**src/logic/e1frd_consts.vh**
```
// e1frd_consts.vh - constants for the framer reset/default block
// assumes inclusion by bare name from logic/ design files
`ifndef E1FRD_CONSTS_VH
`define E1FRD_CONSTS_VH

`define E1FRD_NUM_FRAMERS      8
`define E1FRD_FRAMER_IDX_W     3
`define E1FRD_RST_MIN_NS       100
`define E1FRD_CLK_PERIOD_NS    5
`define E1FRD_JAT_DIV_DEFAULT  8'h2F
`define E1FRD_STD_T1           1'b1
`define E1FRD_PATTERN_GEN_DETECTOR_FRAMER_DEF  3'h0
`define E1FRD_RX_MODE_W        3
`define E1FRD_TX_MODE_W        2
`define E1FRD_RX_MODES         3'h5
`define E1FRD_TX_MODES         2'h3
`define E1FRD_RX_SLAVE_EXT     3'h1
`define E1FRD_TX_SLAVE_EXT     2'h1

`endif

```
**src/logic/e1frd_top.v**
```verilog
// e1frd_top.v - reset handling and power-up defaults for eight framers
// assumes one synchronous host; config bits are plain ports, one row
// of loose bits per framer, selected by a framer index on writes.
// Functional notes
// - setting a framer's reset bit returns that framer to its reset state
// - low reset pin resets whole device; host holds it at least 100 ns
// - every register holds its default value before any software access
// - device starts in T1 mode; software clears standard bit for E1
// - line receive data defaults to NRZ, sampled on rising clock edge
// - both receive jitter attenuator divisors default to hex 2F
// - frame processor defaults to basic frame with CRC multiframe, CAS on
// - all three receive link controllers default to disabled
// - receive system side defaults to slave external signaling, outputs tristated
// - receive system data and signaling change on rising common clock edge
// - receive frame sync input marks basic frame alignment by default
// - pattern detector defaults to monitoring framer 1 receive data
// - pattern generator defaults to inserting into framer 1 transmit stream
// - transmit system side defaults slave external signaling, rising clock B
// - frame generator defaults CRC multiframe off, CAS insertion on
// - all three transmit link controllers default to disabled
// - line transmit data defaults to NRZ, changes on falling clock edge
// - both transmit jitter attenuator divisors default to hex 2F
// - transmit jitter attenuation on, locked to clock B, drives line clock
// - receive path offers five configurations, transmit path four
`timescale 1ns/1ps
`include "e1frd_consts.vh"

module e1frd_top #(
  parameter N = `E1FRD_NUM_FRAMERS
) (
  input  wire                         MCLK_I,
  input  wire                         RESETN_I,
  input  wire                         WR_I,
  input  wire [`E1FRD_FRAMER_IDX_W-1:0] FRAMER_SEL_I,
  input  wire                         SOFT_RESET_I,
  input  wire                         STD_WR_I,
  input  wire                         STD_T1_I,
  input  wire                         CFG_WR_I,
  input  wire                         RX_NRZ_I,
  input  wire                         RX_SAMPLE_FALL_I,
  input  wire [7:0]                   RX_DIV_FIRST_I,
  input  wire [7:0]                   RX_DIV_SECOND_I,
  input  wire                         RX_CRC_MF_I,
  input  wire                         RX_CAS_I,
  input  wire [2:0]                   RX_LINK_EN_I,
  input  wire [`E1FRD_RX_MODE_W-1:0]  RX_MODE_I,
  input  wire                         RX_OUT_EN_I,
  input  wire                         RX_SYS_FALL_I,
  input  wire                         RX_FS_MULTI_I,
  input  wire                         TX_SYS_FALL_I,
  input  wire [`E1FRD_TX_MODE_W-1:0]  TX_MODE_I,
  input  wire                         TX_CRC_MF_I,
  input  wire                         TX_CAS_I,
  input  wire [2:0]                   TX_LINK_EN_I,
  input  wire                         TX_NRZ_I,
  input  wire                         TX_UPDATE_RISE_I,
  input  wire [7:0]                   TX_DIV_FIRST_I,
  input  wire [7:0]                   TX_DIV_SECOND_I,
  input  wire                         TX_JAT_EN_I,
  input  wire                         PATTERN_GEN_DETECTOR_WR_I,
  input  wire [`E1FRD_FRAMER_IDX_W-1:0] PATTERN_GEN_DETECTOR_RX_SEL_I,
  input  wire [`E1FRD_FRAMER_IDX_W-1:0] PATTERN_GEN_DETECTOR_TX_SEL_I,
  output reg                          LINE_STANDARD_SELECT_O,
  output reg  [N-1:0]                 FRAMER_IN_RESET_O,
  output reg  [N-1:0]                 RX_NRZ_O,
  output reg  [N-1:0]                 RX_SAMPLE_FALL_O,
  output reg  [N*8-1:0]               RX_DIV_FIRST_O,
  output reg  [N*8-1:0]               RX_DIV_SECOND_O,
  output reg  [N-1:0]                 RX_CRC_MF_O,
  output reg  [N-1:0]                 RX_CAS_O,
  output reg  [N*3-1:0]               RX_LINK_EN_O,
  output reg  [N*`E1FRD_RX_MODE_W-1:0] RX_MODE_O,
  output reg  [N-1:0]                 RX_OUT_EN_O,
  output reg  [N-1:0]                 RX_SYS_FALL_O,
  output reg  [N-1:0]                 RX_FS_MULTI_O,
  output reg  [N-1:0]                 TX_SYS_FALL_O,
  output reg  [N*`E1FRD_TX_MODE_W-1:0] TX_MODE_O,
  output reg  [N-1:0]                 TX_CRC_MF_O,
  output reg  [N-1:0]                 TX_CAS_O,
  output reg  [N*3-1:0]               TX_LINK_EN_O,
  output reg  [N-1:0]                 TX_NRZ_O,
  output reg  [N-1:0]                 TX_UPDATE_RISE_O,
  output reg  [N*8-1:0]               TX_DIV_FIRST_O,
  output reg  [N*8-1:0]               TX_DIV_SECOND_O,
  output reg  [N-1:0]                 TX_JAT_EN_O,
  output reg  [N-1:0]                 TX_CLK_FROM_PLL_O,
  output reg  [`E1FRD_FRAMER_IDX_W-1:0] PATTERN_GEN_DETECTOR_RX_SEL_O,
  output reg  [`E1FRD_FRAMER_IDX_W-1:0] PATTERN_GEN_DETECTOR_TX_SEL_O
);

  // pin hold time in cycles, rounded up; the pin is async so this is
  // only documentation for the host side
  localparam RST_MIN_CYC =
    (`E1FRD_RST_MIN_NS + `E1FRD_CLK_PERIOD_NS - 1) / `E1FRD_CLK_PERIOD_NS;

  integer i;
  reg [N-1:0] soft_rst;

  // soft reset pulse for the selected framer only
  always @* begin
    soft_rst = {N{1'b0}};
    if (WR_I && SOFT_RESET_I)
      soft_rst[FRAMER_SEL_I] = 1'b1;
  end

  // global standard bit: pin reset only, never touched by framer reset
  always @(posedge MCLK_I or negedge RESETN_I) begin
    if (!RESETN_I) begin
      LINE_STANDARD_SELECT_O <= `E1FRD_STD_T1;
      PATTERN_GEN_DETECTOR_RX_SEL_O          <= `E1FRD_PATTERN_GEN_DETECTOR_FRAMER_DEF;
      PATTERN_GEN_DETECTOR_TX_SEL_O          <= `E1FRD_PATTERN_GEN_DETECTOR_FRAMER_DEF;
    end else begin
      if (STD_WR_I)
        LINE_STANDARD_SELECT_O <= STD_T1_I;
      if (PATTERN_GEN_DETECTOR_WR_I) begin
        PATTERN_GEN_DETECTOR_RX_SEL_O <= PATTERN_GEN_DETECTOR_RX_SEL_I;
        PATTERN_GEN_DETECTOR_TX_SEL_O <= PATTERN_GEN_DETECTOR_TX_SEL_I;
      end
    end
  end

  // per-framer rows; a framer reset reloads its defaults in one edge
  always @(posedge MCLK_I or negedge RESETN_I) begin
    if (!RESETN_I) begin
      FRAMER_IN_RESET_O <= {N{1'b0}};
      RX_NRZ_O          <= {N{1'b1}};
      RX_SAMPLE_FALL_O  <= {N{1'b0}};
      RX_DIV_FIRST_O    <= {N{`E1FRD_JAT_DIV_DEFAULT}};
      RX_DIV_SECOND_O   <= {N{`E1FRD_JAT_DIV_DEFAULT}};
      RX_CRC_MF_O       <= {N{1'b1}};
      RX_CAS_O          <= {N{1'b1}};
      RX_LINK_EN_O      <= {(N*3){1'b0}};
      RX_MODE_O         <= {N{`E1FRD_RX_SLAVE_EXT}};
      RX_OUT_EN_O       <= {N{1'b0}};
      RX_SYS_FALL_O     <= {N{1'b0}};
      RX_FS_MULTI_O     <= {N{1'b0}};
      TX_SYS_FALL_O     <= {N{1'b0}};
      TX_MODE_O         <= {N{`E1FRD_TX_SLAVE_EXT}};
      TX_CRC_MF_O       <= {N{1'b0}};
      TX_CAS_O          <= {N{1'b1}};
      TX_LINK_EN_O      <= {(N*3){1'b0}};
      TX_NRZ_O          <= {N{1'b1}};
      TX_UPDATE_RISE_O  <= {N{1'b0}};
      TX_DIV_FIRST_O    <= {N{`E1FRD_JAT_DIV_DEFAULT}};
      TX_DIV_SECOND_O   <= {N{`E1FRD_JAT_DIV_DEFAULT}};
      TX_JAT_EN_O       <= {N{1'b1}};
      TX_CLK_FROM_PLL_O <= {N{1'b1}};
    end else begin
      for (i = 0; i < N; i = i + 1) begin
        FRAMER_IN_RESET_O[i] <= soft_rst[i];
        if (soft_rst[i]) begin
          RX_NRZ_O[i]         <= 1'b1;
          RX_SAMPLE_FALL_O[i] <= 1'b0;
          RX_DIV_FIRST_O[i*8 +: 8]  <= `E1FRD_JAT_DIV_DEFAULT;
          RX_DIV_SECOND_O[i*8 +: 8] <= `E1FRD_JAT_DIV_DEFAULT;
          RX_CRC_MF_O[i]      <= 1'b1;
          RX_CAS_O[i]         <= 1'b1;
          RX_LINK_EN_O[i*3 +: 3] <= 3'h0;
          RX_MODE_O[i*`E1FRD_RX_MODE_W +: `E1FRD_RX_MODE_W] <=
            `E1FRD_RX_SLAVE_EXT;
          RX_OUT_EN_O[i]      <= 1'b0;
          RX_SYS_FALL_O[i]    <= 1'b0;
          RX_FS_MULTI_O[i]    <= 1'b0;
          TX_SYS_FALL_O[i]    <= 1'b0;
          TX_MODE_O[i*`E1FRD_TX_MODE_W +: `E1FRD_TX_MODE_W] <=
            `E1FRD_TX_SLAVE_EXT;
          TX_CRC_MF_O[i]      <= 1'b0;
          TX_CAS_O[i]         <= 1'b1;
          TX_LINK_EN_O[i*3 +: 3] <= 3'h0;
          TX_NRZ_O[i]         <= 1'b1;
          TX_UPDATE_RISE_O[i] <= 1'b0;
          TX_DIV_FIRST_O[i*8 +: 8]  <= `E1FRD_JAT_DIV_DEFAULT;
          TX_DIV_SECOND_O[i*8 +: 8] <= `E1FRD_JAT_DIV_DEFAULT;
          TX_JAT_EN_O[i]      <= 1'b1;
          TX_CLK_FROM_PLL_O[i] <= 1'b1;
        end else if (CFG_WR_I && !SOFT_RESET_I &&
                     FRAMER_SEL_I == i[`E1FRD_FRAMER_IDX_W-1:0]) begin
          RX_NRZ_O[i]         <= RX_NRZ_I;
          RX_SAMPLE_FALL_O[i] <= RX_SAMPLE_FALL_I;
          RX_DIV_FIRST_O[i*8 +: 8]  <= RX_DIV_FIRST_I;
          RX_DIV_SECOND_O[i*8 +: 8] <= RX_DIV_SECOND_I;
          RX_CRC_MF_O[i]      <= RX_CRC_MF_I;
          RX_CAS_O[i]         <= RX_CAS_I;
          RX_LINK_EN_O[i*3 +: 3] <= RX_LINK_EN_I;
          // out-of-range configuration codes are ignored
          if (RX_MODE_I < `E1FRD_RX_MODES)
            RX_MODE_O[i*`E1FRD_RX_MODE_W +: `E1FRD_RX_MODE_W] <= RX_MODE_I;
          RX_OUT_EN_O[i]      <= RX_OUT_EN_I;
          RX_SYS_FALL_O[i]    <= RX_SYS_FALL_I;
          RX_FS_MULTI_O[i]    <= RX_FS_MULTI_I;
          TX_SYS_FALL_O[i]    <= TX_SYS_FALL_I;
          if (TX_MODE_I <= `E1FRD_TX_MODES)
            TX_MODE_O[i*`E1FRD_TX_MODE_W +: `E1FRD_TX_MODE_W] <= TX_MODE_I;
          TX_CRC_MF_O[i]      <= TX_CRC_MF_I;
          TX_CAS_O[i]         <= TX_CAS_I;
          TX_LINK_EN_O[i*3 +: 3] <= TX_LINK_EN_I;
          TX_NRZ_O[i]         <= TX_NRZ_I;
          TX_UPDATE_RISE_O[i] <= TX_UPDATE_RISE_I;
          TX_DIV_FIRST_O[i*8 +: 8]  <= TX_DIV_FIRST_I;
          TX_DIV_SECOND_O[i*8 +: 8] <= TX_DIV_SECOND_I;
          TX_JAT_EN_O[i]      <= TX_JAT_EN_I;
          // pll smoothed clock only usable while attenuation is on
          TX_CLK_FROM_PLL_O[i] <= TX_JAT_EN_I;
        end
      end
    end
  end

endmodule

```
**config.mk**
```make
export PLATFORM = sky130hd
export DESIGN_NAME = e1frd_top
export DESIGN_NICKNAME = d
export VERILOG_FILES = /design/src/logic/e1frd_top.v
export VERILOG_INCLUDE_DIRS = /design/src /design/src/logic
export SDC_FILE = /design/constraint.sdc
export NUM_CORES = 1
export LEC_CHECK = 0
export BUFFER_PORTS_ARGS = -buffer_cell sky130_fd_sc_hd__buf_2
export CAP_MARGIN = 10
export CORE_MARGIN = 5
export CORE_UTILIZATION = 40
export CTS_BUF_LIST = sky130_fd_sc_hd__clkbuf_4 sky130_fd_sc_hd__clkbuf_8
export CTS_CLUSTER_DIAMETER = 30
export DETAILED_ROUTE_END_ITERATION = 12
export PLACE_DENSITY = 0.61
export SYNTH_ARGS = -nofsm -noshare
export SYNTH_HDL_FRONTEND = slang
export SYNTH_SLANG_ARGS = --single-unit
```
**constraint.sdc**
```tcl
create_clock -name MCLK_I -period 1.9 [get_ports MCLK_I]
set_input_delay 0.19 -clock MCLK_I [delete_from_list [all_inputs] [get_ports MCLK_I]]
set_output_delay 0.19 -clock MCLK_I [all_outputs]
set_load 0.01 [all_outputs]
```
==> impl_metrics.tcl, run 1 <==
set metrics [dict create \
    crit_type "in -> reg" \
    power_density_nw_per_um2 1409 \
    syn_avg_cell_area_sq_um 16.17 \
    clkPwrFrac 0.367 \
    hold_violations 0 \
    gp_congestion 0.7759 \
    setup_viol 0 \
    clk_pin_slew_ns 0.06 \
    track_usage 0.2154 \
    via_count 12000 \
    worstSetupEndpointType "flop" \
    clock.fmax_mhz 544.3 \
    synth_seq_cells 463 \
    ir_worst_vdd_uv 1027 \
    path_max_fanout 9 \
    yosys-top-cells-area "dfrtp_1 32%, dfstp_2 32%, mux2_2 14%" \
    fin_crit_sh 0.9670 \
    nNetsFinal 1843 \
    status "finished clean" \
    final_antenna_net_count 0 \
    pin_count 544 \
    arrival_ns 2.39 \
    synth-seq-area-share 0.6415 \
    port_buffers 543 \
    synth_cell_types 30 \
    critical-path-slowest-cell "dlygate4sd3_1" \
    min_period_ns 1.837 \
    synthTopCellsByCount "238 x dfrtp_1, 231 x mux2_2, 225 x dfstp_2" \
    rows 78 \
    drt_iter0_drc 493 \
    dpl_worst_slack_ns 0.04432 \
    grt_pass1_vias 13290 \
    postCtsSetupBuffers 0 \
    rsz0062_at_grt "no" \
    insertion_delay_ns 0.67 \
    crit_family "buffers and inverters" \
    p_sw_frac 0.2860 \
    grt_max_degree 70 \
    setup_tns_ns 0 \
    critPathMaxStageDelay_ns 0.57 \
    die_w_um 225.1 \
    p_int_mw 25.08 \
    slew_viol_final 0 \
    die_area_sq_um 50650 \
    worstMarginPinSlew_ns 0.7586 \
    cts_root_buf "clkbuf_8" \
    core_area_sq_um 45580 \
    seqCellArea_sq_um 11870 \
    cts_tree "built" \
    initial_core_util 0.4059 \
    switching_power_mw 10.05 \
    cts.sinks 463 \
    cts_buffers 103 \
    synth_top_area_share 0.3219 \
    totalWireLength_um 55450 \
    drc_errors 0 \
    syn_inst 1144 \
    worst-path-buf-inv 3 \
    viasPerCell 4.868 \
    fin_ws_ns 0.06262 \
    dp_hpwl_um 39090 \
    grt_remaining_overflow 0 \
    critPathMostFrequentCell "dlygate4sd3_1" \
    fillers 3824 \
    start_kind "input port" \
    antenna_found_initial 2 \
    synthesis.yosys.warnings 0 \
    synth_edf_count 0 \
    fp.dieH_um 225.1 \
    drive_above_1_share 0.7036 \
    synth_nets 1217 \
    area_growth_syn_to_layout_pct 34.76 \
    firstDrtPassIters 4 \
    max_slew_margin 0.4943 \
    fin_skew_ns 0 \
    crit_chain "dlygate4sd3_1, buf_2, a2bb2oi_2, a211oi_2, mux2i_1, dlygate4sd3_1" \
    grt_pass1_wl_um 83460 \
    max-cap-violations 0 \
    hold_class "in -> async" \
    seqPwrFrac 0.413 \
    synthArstFlopShare 1.000 \
    ctsHtreeMaxLevel 3 \
    yosysTopAreaCell "dfrtp_1" \
    yosysMostFrequentCell "dfrtp_1" \
    syn_area_sq_um 18500 \
    synthFlopType "dfrtp_1" \
    p_leak_nw 11.73 \
    multi_input_area_sq_um 6096 \
    p_comb_frac 0.220 \
    worstPathRequired_ns 2.45 \
    clk_path_buf_depth 3 \
    wire_per_inst_um 22.50 \
]
worst register-to-register path: cells and delay by family (launching register included):
kind	cells	cell delay, ns
buf+inv	1	0.56
flops	1	0.38
mux	1	0.26
state kept, by name (all words and copies together), names as in the netlist, 7 cells and up:
name               cells
TX_MODE_O             16
TX_DIV_SECOND_O       64
TX_DIV_FIRST_O        64
RX_DIV_SECOND_O       64
RX_MODE_O             24
RX_DIV_FIRST_O        64
RX_LINK_EN_O          24
RX_CAS_O               8
FRAMER_IN_RESET_O      8
TX_LINK_EN_O          24
RX_FS_MULTI_O          8
TX_CRC_MF_O            8
TX_SYS_FALL_O          8
RX_NRZ_O               8
RX_OUT_EN_O            8
TX_NRZ_O               8
RX_CRC_MF_O            8
RX_SYS_FALL_O          8
TX_UPDATE_RISE_O       8
TX_JAT_EN_O            7
TX_CAS_O               8
RX_SAMPLE_FALL_O       8
layout make-up:
type / instances / area share
antenna: 5 / 0.0005019
clock buffer: 149 / 0.07623
multi-input combinational: 573 / 0.2445
tap: 600 / 0.03011
timing repair buffer: 613 / 0.1465
clock inverter: 45 / 0.02369
inverter: 16 / 0.002409
sequential: 463 / 0.4760
cells in the final DEF (no fill, tap or decap), types with 6 or more instances in the layout:
master / count
mux2_4: 48
clkinv_2: 20
mux2i_1: 16
buf_4: 18
and2_0: 19
nand2b_1: 29
bufinv_16: 13
nor2_1: 8
clkinvlp_4: 6
o21bai_1: 8
and2_1: 7
clkbuf_8: 125
mux2_1: 160
dfrtp_1: 238
clkbuf_4: 24
dfstp_2: 225
a211oi_2: 8
buf_12: 27
o21ai_0: 16
dlygate4sd3_1: 25
mux2_2: 231
inv_1: 16
buf_2: 542
layer usage:
metal / GRT usage / wire length [um] / vias up
met5: 0 / 13 / -
met4: 0.06993 / 1574 / 2
met3: 0.07894 / 4575 / 86
met2: 0.3580 / 27070 / 448
met1: 0.2623 / 22220 / 6207
li1: - / - / 5252
stage by stage:
step / cell area, sq um / util / cells / total power, mW / hold WS (ns)
after floorplan: 18500 / - / 1144 / 18.28 / -0.1056
after global placement: 22180 / 0.4866 / 2240 / 22.24 / 0.2116
after detailed placement: 22180 / 0.4866 / 2240 / 22.43 / 0.2227
after CTS: 24920 / 0.5468 / 2459 / 35.60 / 0.005628
after global routing: 24930 / 0.5470 / 2464 / 36.87 / 0.04690
final: 24930 / 0.5470 / 2464 / 35.13 / 0.05726
final timing paths:
check / from / endpoint / slack [ns] / depth (start not counted)
setup / recovery: RX_MODE_I[1] / RX_MODE_O[16]$_DFFE_PN0P_ / 0.06 / 6
hold / removal: RESETN_I / PATTERN_GEN_DETECTOR_RX_SEL_O[2]$_DFFE_PN0P_ / 0.06 / 2
setup reg to reg: PATTERN_GEN_DETECTOR_TX_SEL_O[1]$_DFFE_PN0P_ / PATTERN_GEN_DETECTOR_TX_SEL_O[1]$_DFFE_PN0P_ / 0.59 / 2
hold reg to reg: TX_DIV_SECOND_O[44]$_DFFE_PN0P_ / TX_DIV_SECOND_O[44]$_DFFE_PN0P_ / 0.48 / 1
max in group asynchronous: RESETN_I / TX_DIV_SECOND_O[32]$_DFFE_PN1P_ / 0.93 / 3
min in group MCLK_I: TX_MODE_I[1] / TX_MODE_O[7]$_DFFE_PN0P_ / 0.07 / 3
power groups by stage:
| stage | combinational, mW | sequential (mW) | clock [mW] |
|---|---|---|---|
| final | 7.71 | 14.5 | 12.9 |
| after global routing | 8.29 | 14.8 | 13.7 |
| after CTS | 7.87 | 14.5 | 13.2 |
| after detailed placement | 7.79 | 14.6 | 0 |
| after global placement | 7.69 | 14.5 | 0 |
| after floorplan | 2.57 | 15.7 | 0 |
what timing repair did:
item                                   CTS  global route
endpoints found under the hold margin  232             0
gates resized for setup                  0             0
hold buffers                            25             0
cell families (layout without fill, tap and decap cells):
group                  Yosys count  after routing  synth area share
DFF                            463            463            0.6415
buffers and inverters          108            823           0.03057
and+or+nand+nor                 84             84           0.02800
AOI/OAI and AO/OA               33             33           0.01380
other                            0              5                 0
muxes                          456            456            0.2861
No activity file was read; power rests on OpenSTA's default activity.
==> inputs of run 2 (changes only) <==
PLACE_DENSITY = default   (was 0.61)
PLACE_DENSITY_LB_ADDON = 0.1   (was default)
==> run 2 against run 1 <==
Compared with the run above: clock power about the same; largest cell class unchanged; sequential power about the same; non-clock buffer count up 5; global-route usage up 0.56 points; count of clock-buffer cells in the layout down 3; worst hold slack worse by 0.0013 ns; largest power group unchanged; final cell count up 0.16%; die area unchanged.
==> impl_metrics.tcl, run 2 (synthesis results as in run 1) <==
set metrics [dict create \
    power_density_nw_per_um2 1414 \
    drc_errors 0 \
    arrival_ns 2.35 \
    utilization 0.5476 \
    worstSetupEndpointType "flop" \
    clock.fmax_mhz 549.8 \
    clk_path_buf_depth 3 \
    grt_max_degree 76 \
    path_max_fanout 9 \
    area_growth_syn_to_layout_pct 34.90 \
    hold_violations 0 \
    ctsHtreeMaxLevel 3 \
    dp_hpwl_um 40500 \
    dpl_worst_slack_ns 0.05427 \
    pin_count 544 \
    postCtsSetupBuffers 0 \
    fin_cells 2468 \
    status "finished clean" \
    min_period_ns 1.819 \
    start_kind "input port" \
    crit_chain "dlygate4sd3_1, buf_2, a2bb2oi_2, a211oi_2, mux2i_1, dlygate4sd3_1" \
    gp_congestion 0.7860 \
    fillers 3905 \
    via_count 11870 \
    core_area_sq_um 45580 \
    totalWireLength_um 57230 \
    firstDrtPassIters 4 \
    fin_crit_sh 0.9573 \
    cts_root_buf "clkbuf_8" \
    slew_viol_final 0 \
    p_leak_nw 11.75 \
    ir_worst_vdd_uv 795.7 \
    grt_pass1_wl_um 84680 \
    cts_buffers 105 \
    track_usage 0.2210 \
    insertedDiodeCount 0 \
    grt_remaining_overflow 0 \
    drt_iter0_drc 476 \
    port_buffers 543 \
    cts_tree "built" \
    crit_type "in -> reg" \
    fin_skew_ns 0 \
    nNetsFinal 1850 \
    critPathMaxStageDelay_ns 0.57 \
    die_w_um 225.1 \
    layout_commonest_cell "buf_2" \
    viasPerCell 4.810 \
    final_antenna_net_count 0 \
    wire_per_inst_um 23.19 \
    die_area_sq_um 50650 \
    hold_class "in -> reg" \
    drive_above_1_share 0.7034 \
    fin_ws_ns 0.08105 \
    setup_tns_ns 0 \
    rsz0062_at_grt "no" \
    dp.cells 2241 \
    critical-path-slowest-cell "dlygate4sd3_1" \
    max-cap-violations 0 \
    fp.dieH_um 225.1 \
    cts.sinks 463 \
    setup_viol 0 \
    max_slew_margin 0.5554 \
    insertion_delay_ns 0.65 \
    grt_pass1_vias 12740 \
    final_cell_mix "542 x buf_2, 238 x dfrtp_1, 231 x mux2_2, 225 x dfstp_2, 160 x mux2_1" \
    worstPathRequired_ns 2.43 \
    antenna_found_initial 0 \
    rows 78 \
    initial_core_util 0.4059 \
    clk_pin_slew_ns 0.06 \
    worstMarginPinSlew_ns 0.6647 \
    critPathMostFrequentCell "dlygate4sd3_1" \
]
## run 2: cell count changes in the layout (fill, tap and decap cells not counted), moves of 3 or more
cell           previous run  this run
diode_2                   5         0
buf_4                    18        22
clkbuf_4                 24        20
clkinv_2                 20        24
dlygate4sd3_1            25        29
buf_12                   27        24
clkinvlp_4                6         9
## run 2: metal layers
| layer | GRT usage | vias to the layer above | part of all wire |
|---|---|---|---|
| li1 | - | 5283 | - |
| met4 | 0.07523 | 0 | 0.025 |
| met3 | 0.07881 | 76 | 0.084 |
| met1 | 0.2770 | 6096 | 0.41 |
| met5 | 0 | - | 0 |
| met2 | 0.3578 | 416 | 0.48 |
## run 2: worst paths after layout
path | cells after the start | startpoint | end | slack, ns
min reg2reg | 1 | RX_DIV_SECOND_O[60]$_DFFE_PN0P_ | RX_DIV_SECOND_O[60]$_DFFE_PN0P_ | 0.48
min in group asynchronous | 2 | RESETN_I | RX_DIV_SECOND_O[43]$_DFFE_PN1P_ | 0.27
max reg2reg | 2 | PATTERN_GEN_DETECTOR_TX_SEL_O[0]$_DFFE_PN0P_ | PATTERN_GEN_DETECTOR_TX_SEL_O[0]$_DFFE_PN0P_ | 0.59
max in group asynchronous | 3 | RESETN_I | RX_DIV_SECOND_O[6]$_DFFE_PN0P_ | 0.50
min | 3 | WR_I | FRAMER_IN_RESET_O[1]$_DFF_PN0_ | 0.06
max | 6 | RX_MODE_I[0] | RX_MODE_O[16]$_DFFE_PN0P_ | 0.08
## run 2: stage by stage
stage               total power [mW]  hold WS (ns)  instance area (sq um)
floorplan                      18.28       -0.1056                  18500
global placement               22.40        0.1323                  22150
detailed placement             22.55        0.1304                  22150
CTS                            35.84      0.002076                  24950
global route                   37.08       0.01714                  24960
finish                         35.28       0.05593                  24960
## run 2: area by class of cell
type | instances | area [sq um] | area share
clock buffer | 146 | 1884 | 0.07550
tap | 600 | 750.7 | 0.03008
multi-input combinational | 573 | 6101 | 0.2444
clock inverter | 52 | 630.6 | 0.02527
timing repair buffer | 618 | 3664 | 0.1468
sequential | 463 | 11870 | 0.4755
inverter | 16 | 60.06 | 0.002406
## run 2: worst max-delay path: cells and delay by family
kind	cells	cell delay, ns
AOI/OAI and AO/OA	2	0.70
muxes	1	0.16
buffers and inverters	3	1.30
## run 2: report_power, final
part           total, mW  leakage [nW]  switching [mW]  internal (mW)
logic               7.82          5.12            4.18           3.64
clock network       13.0          1.30            4.72           8.25
registers           14.5          5.33            1.30           13.2
total               35.3          11.7            10.2           25.1
## run 2: timing repair
| item | CTS | global route |
|---|---|---|
| hold buffers | 29 | 0 |
| endpoints found under the hold margin | 344 | 0 |
| resized for setup | 0 | 1 |
| endpoints found under the setup margin | 0 | 1 |
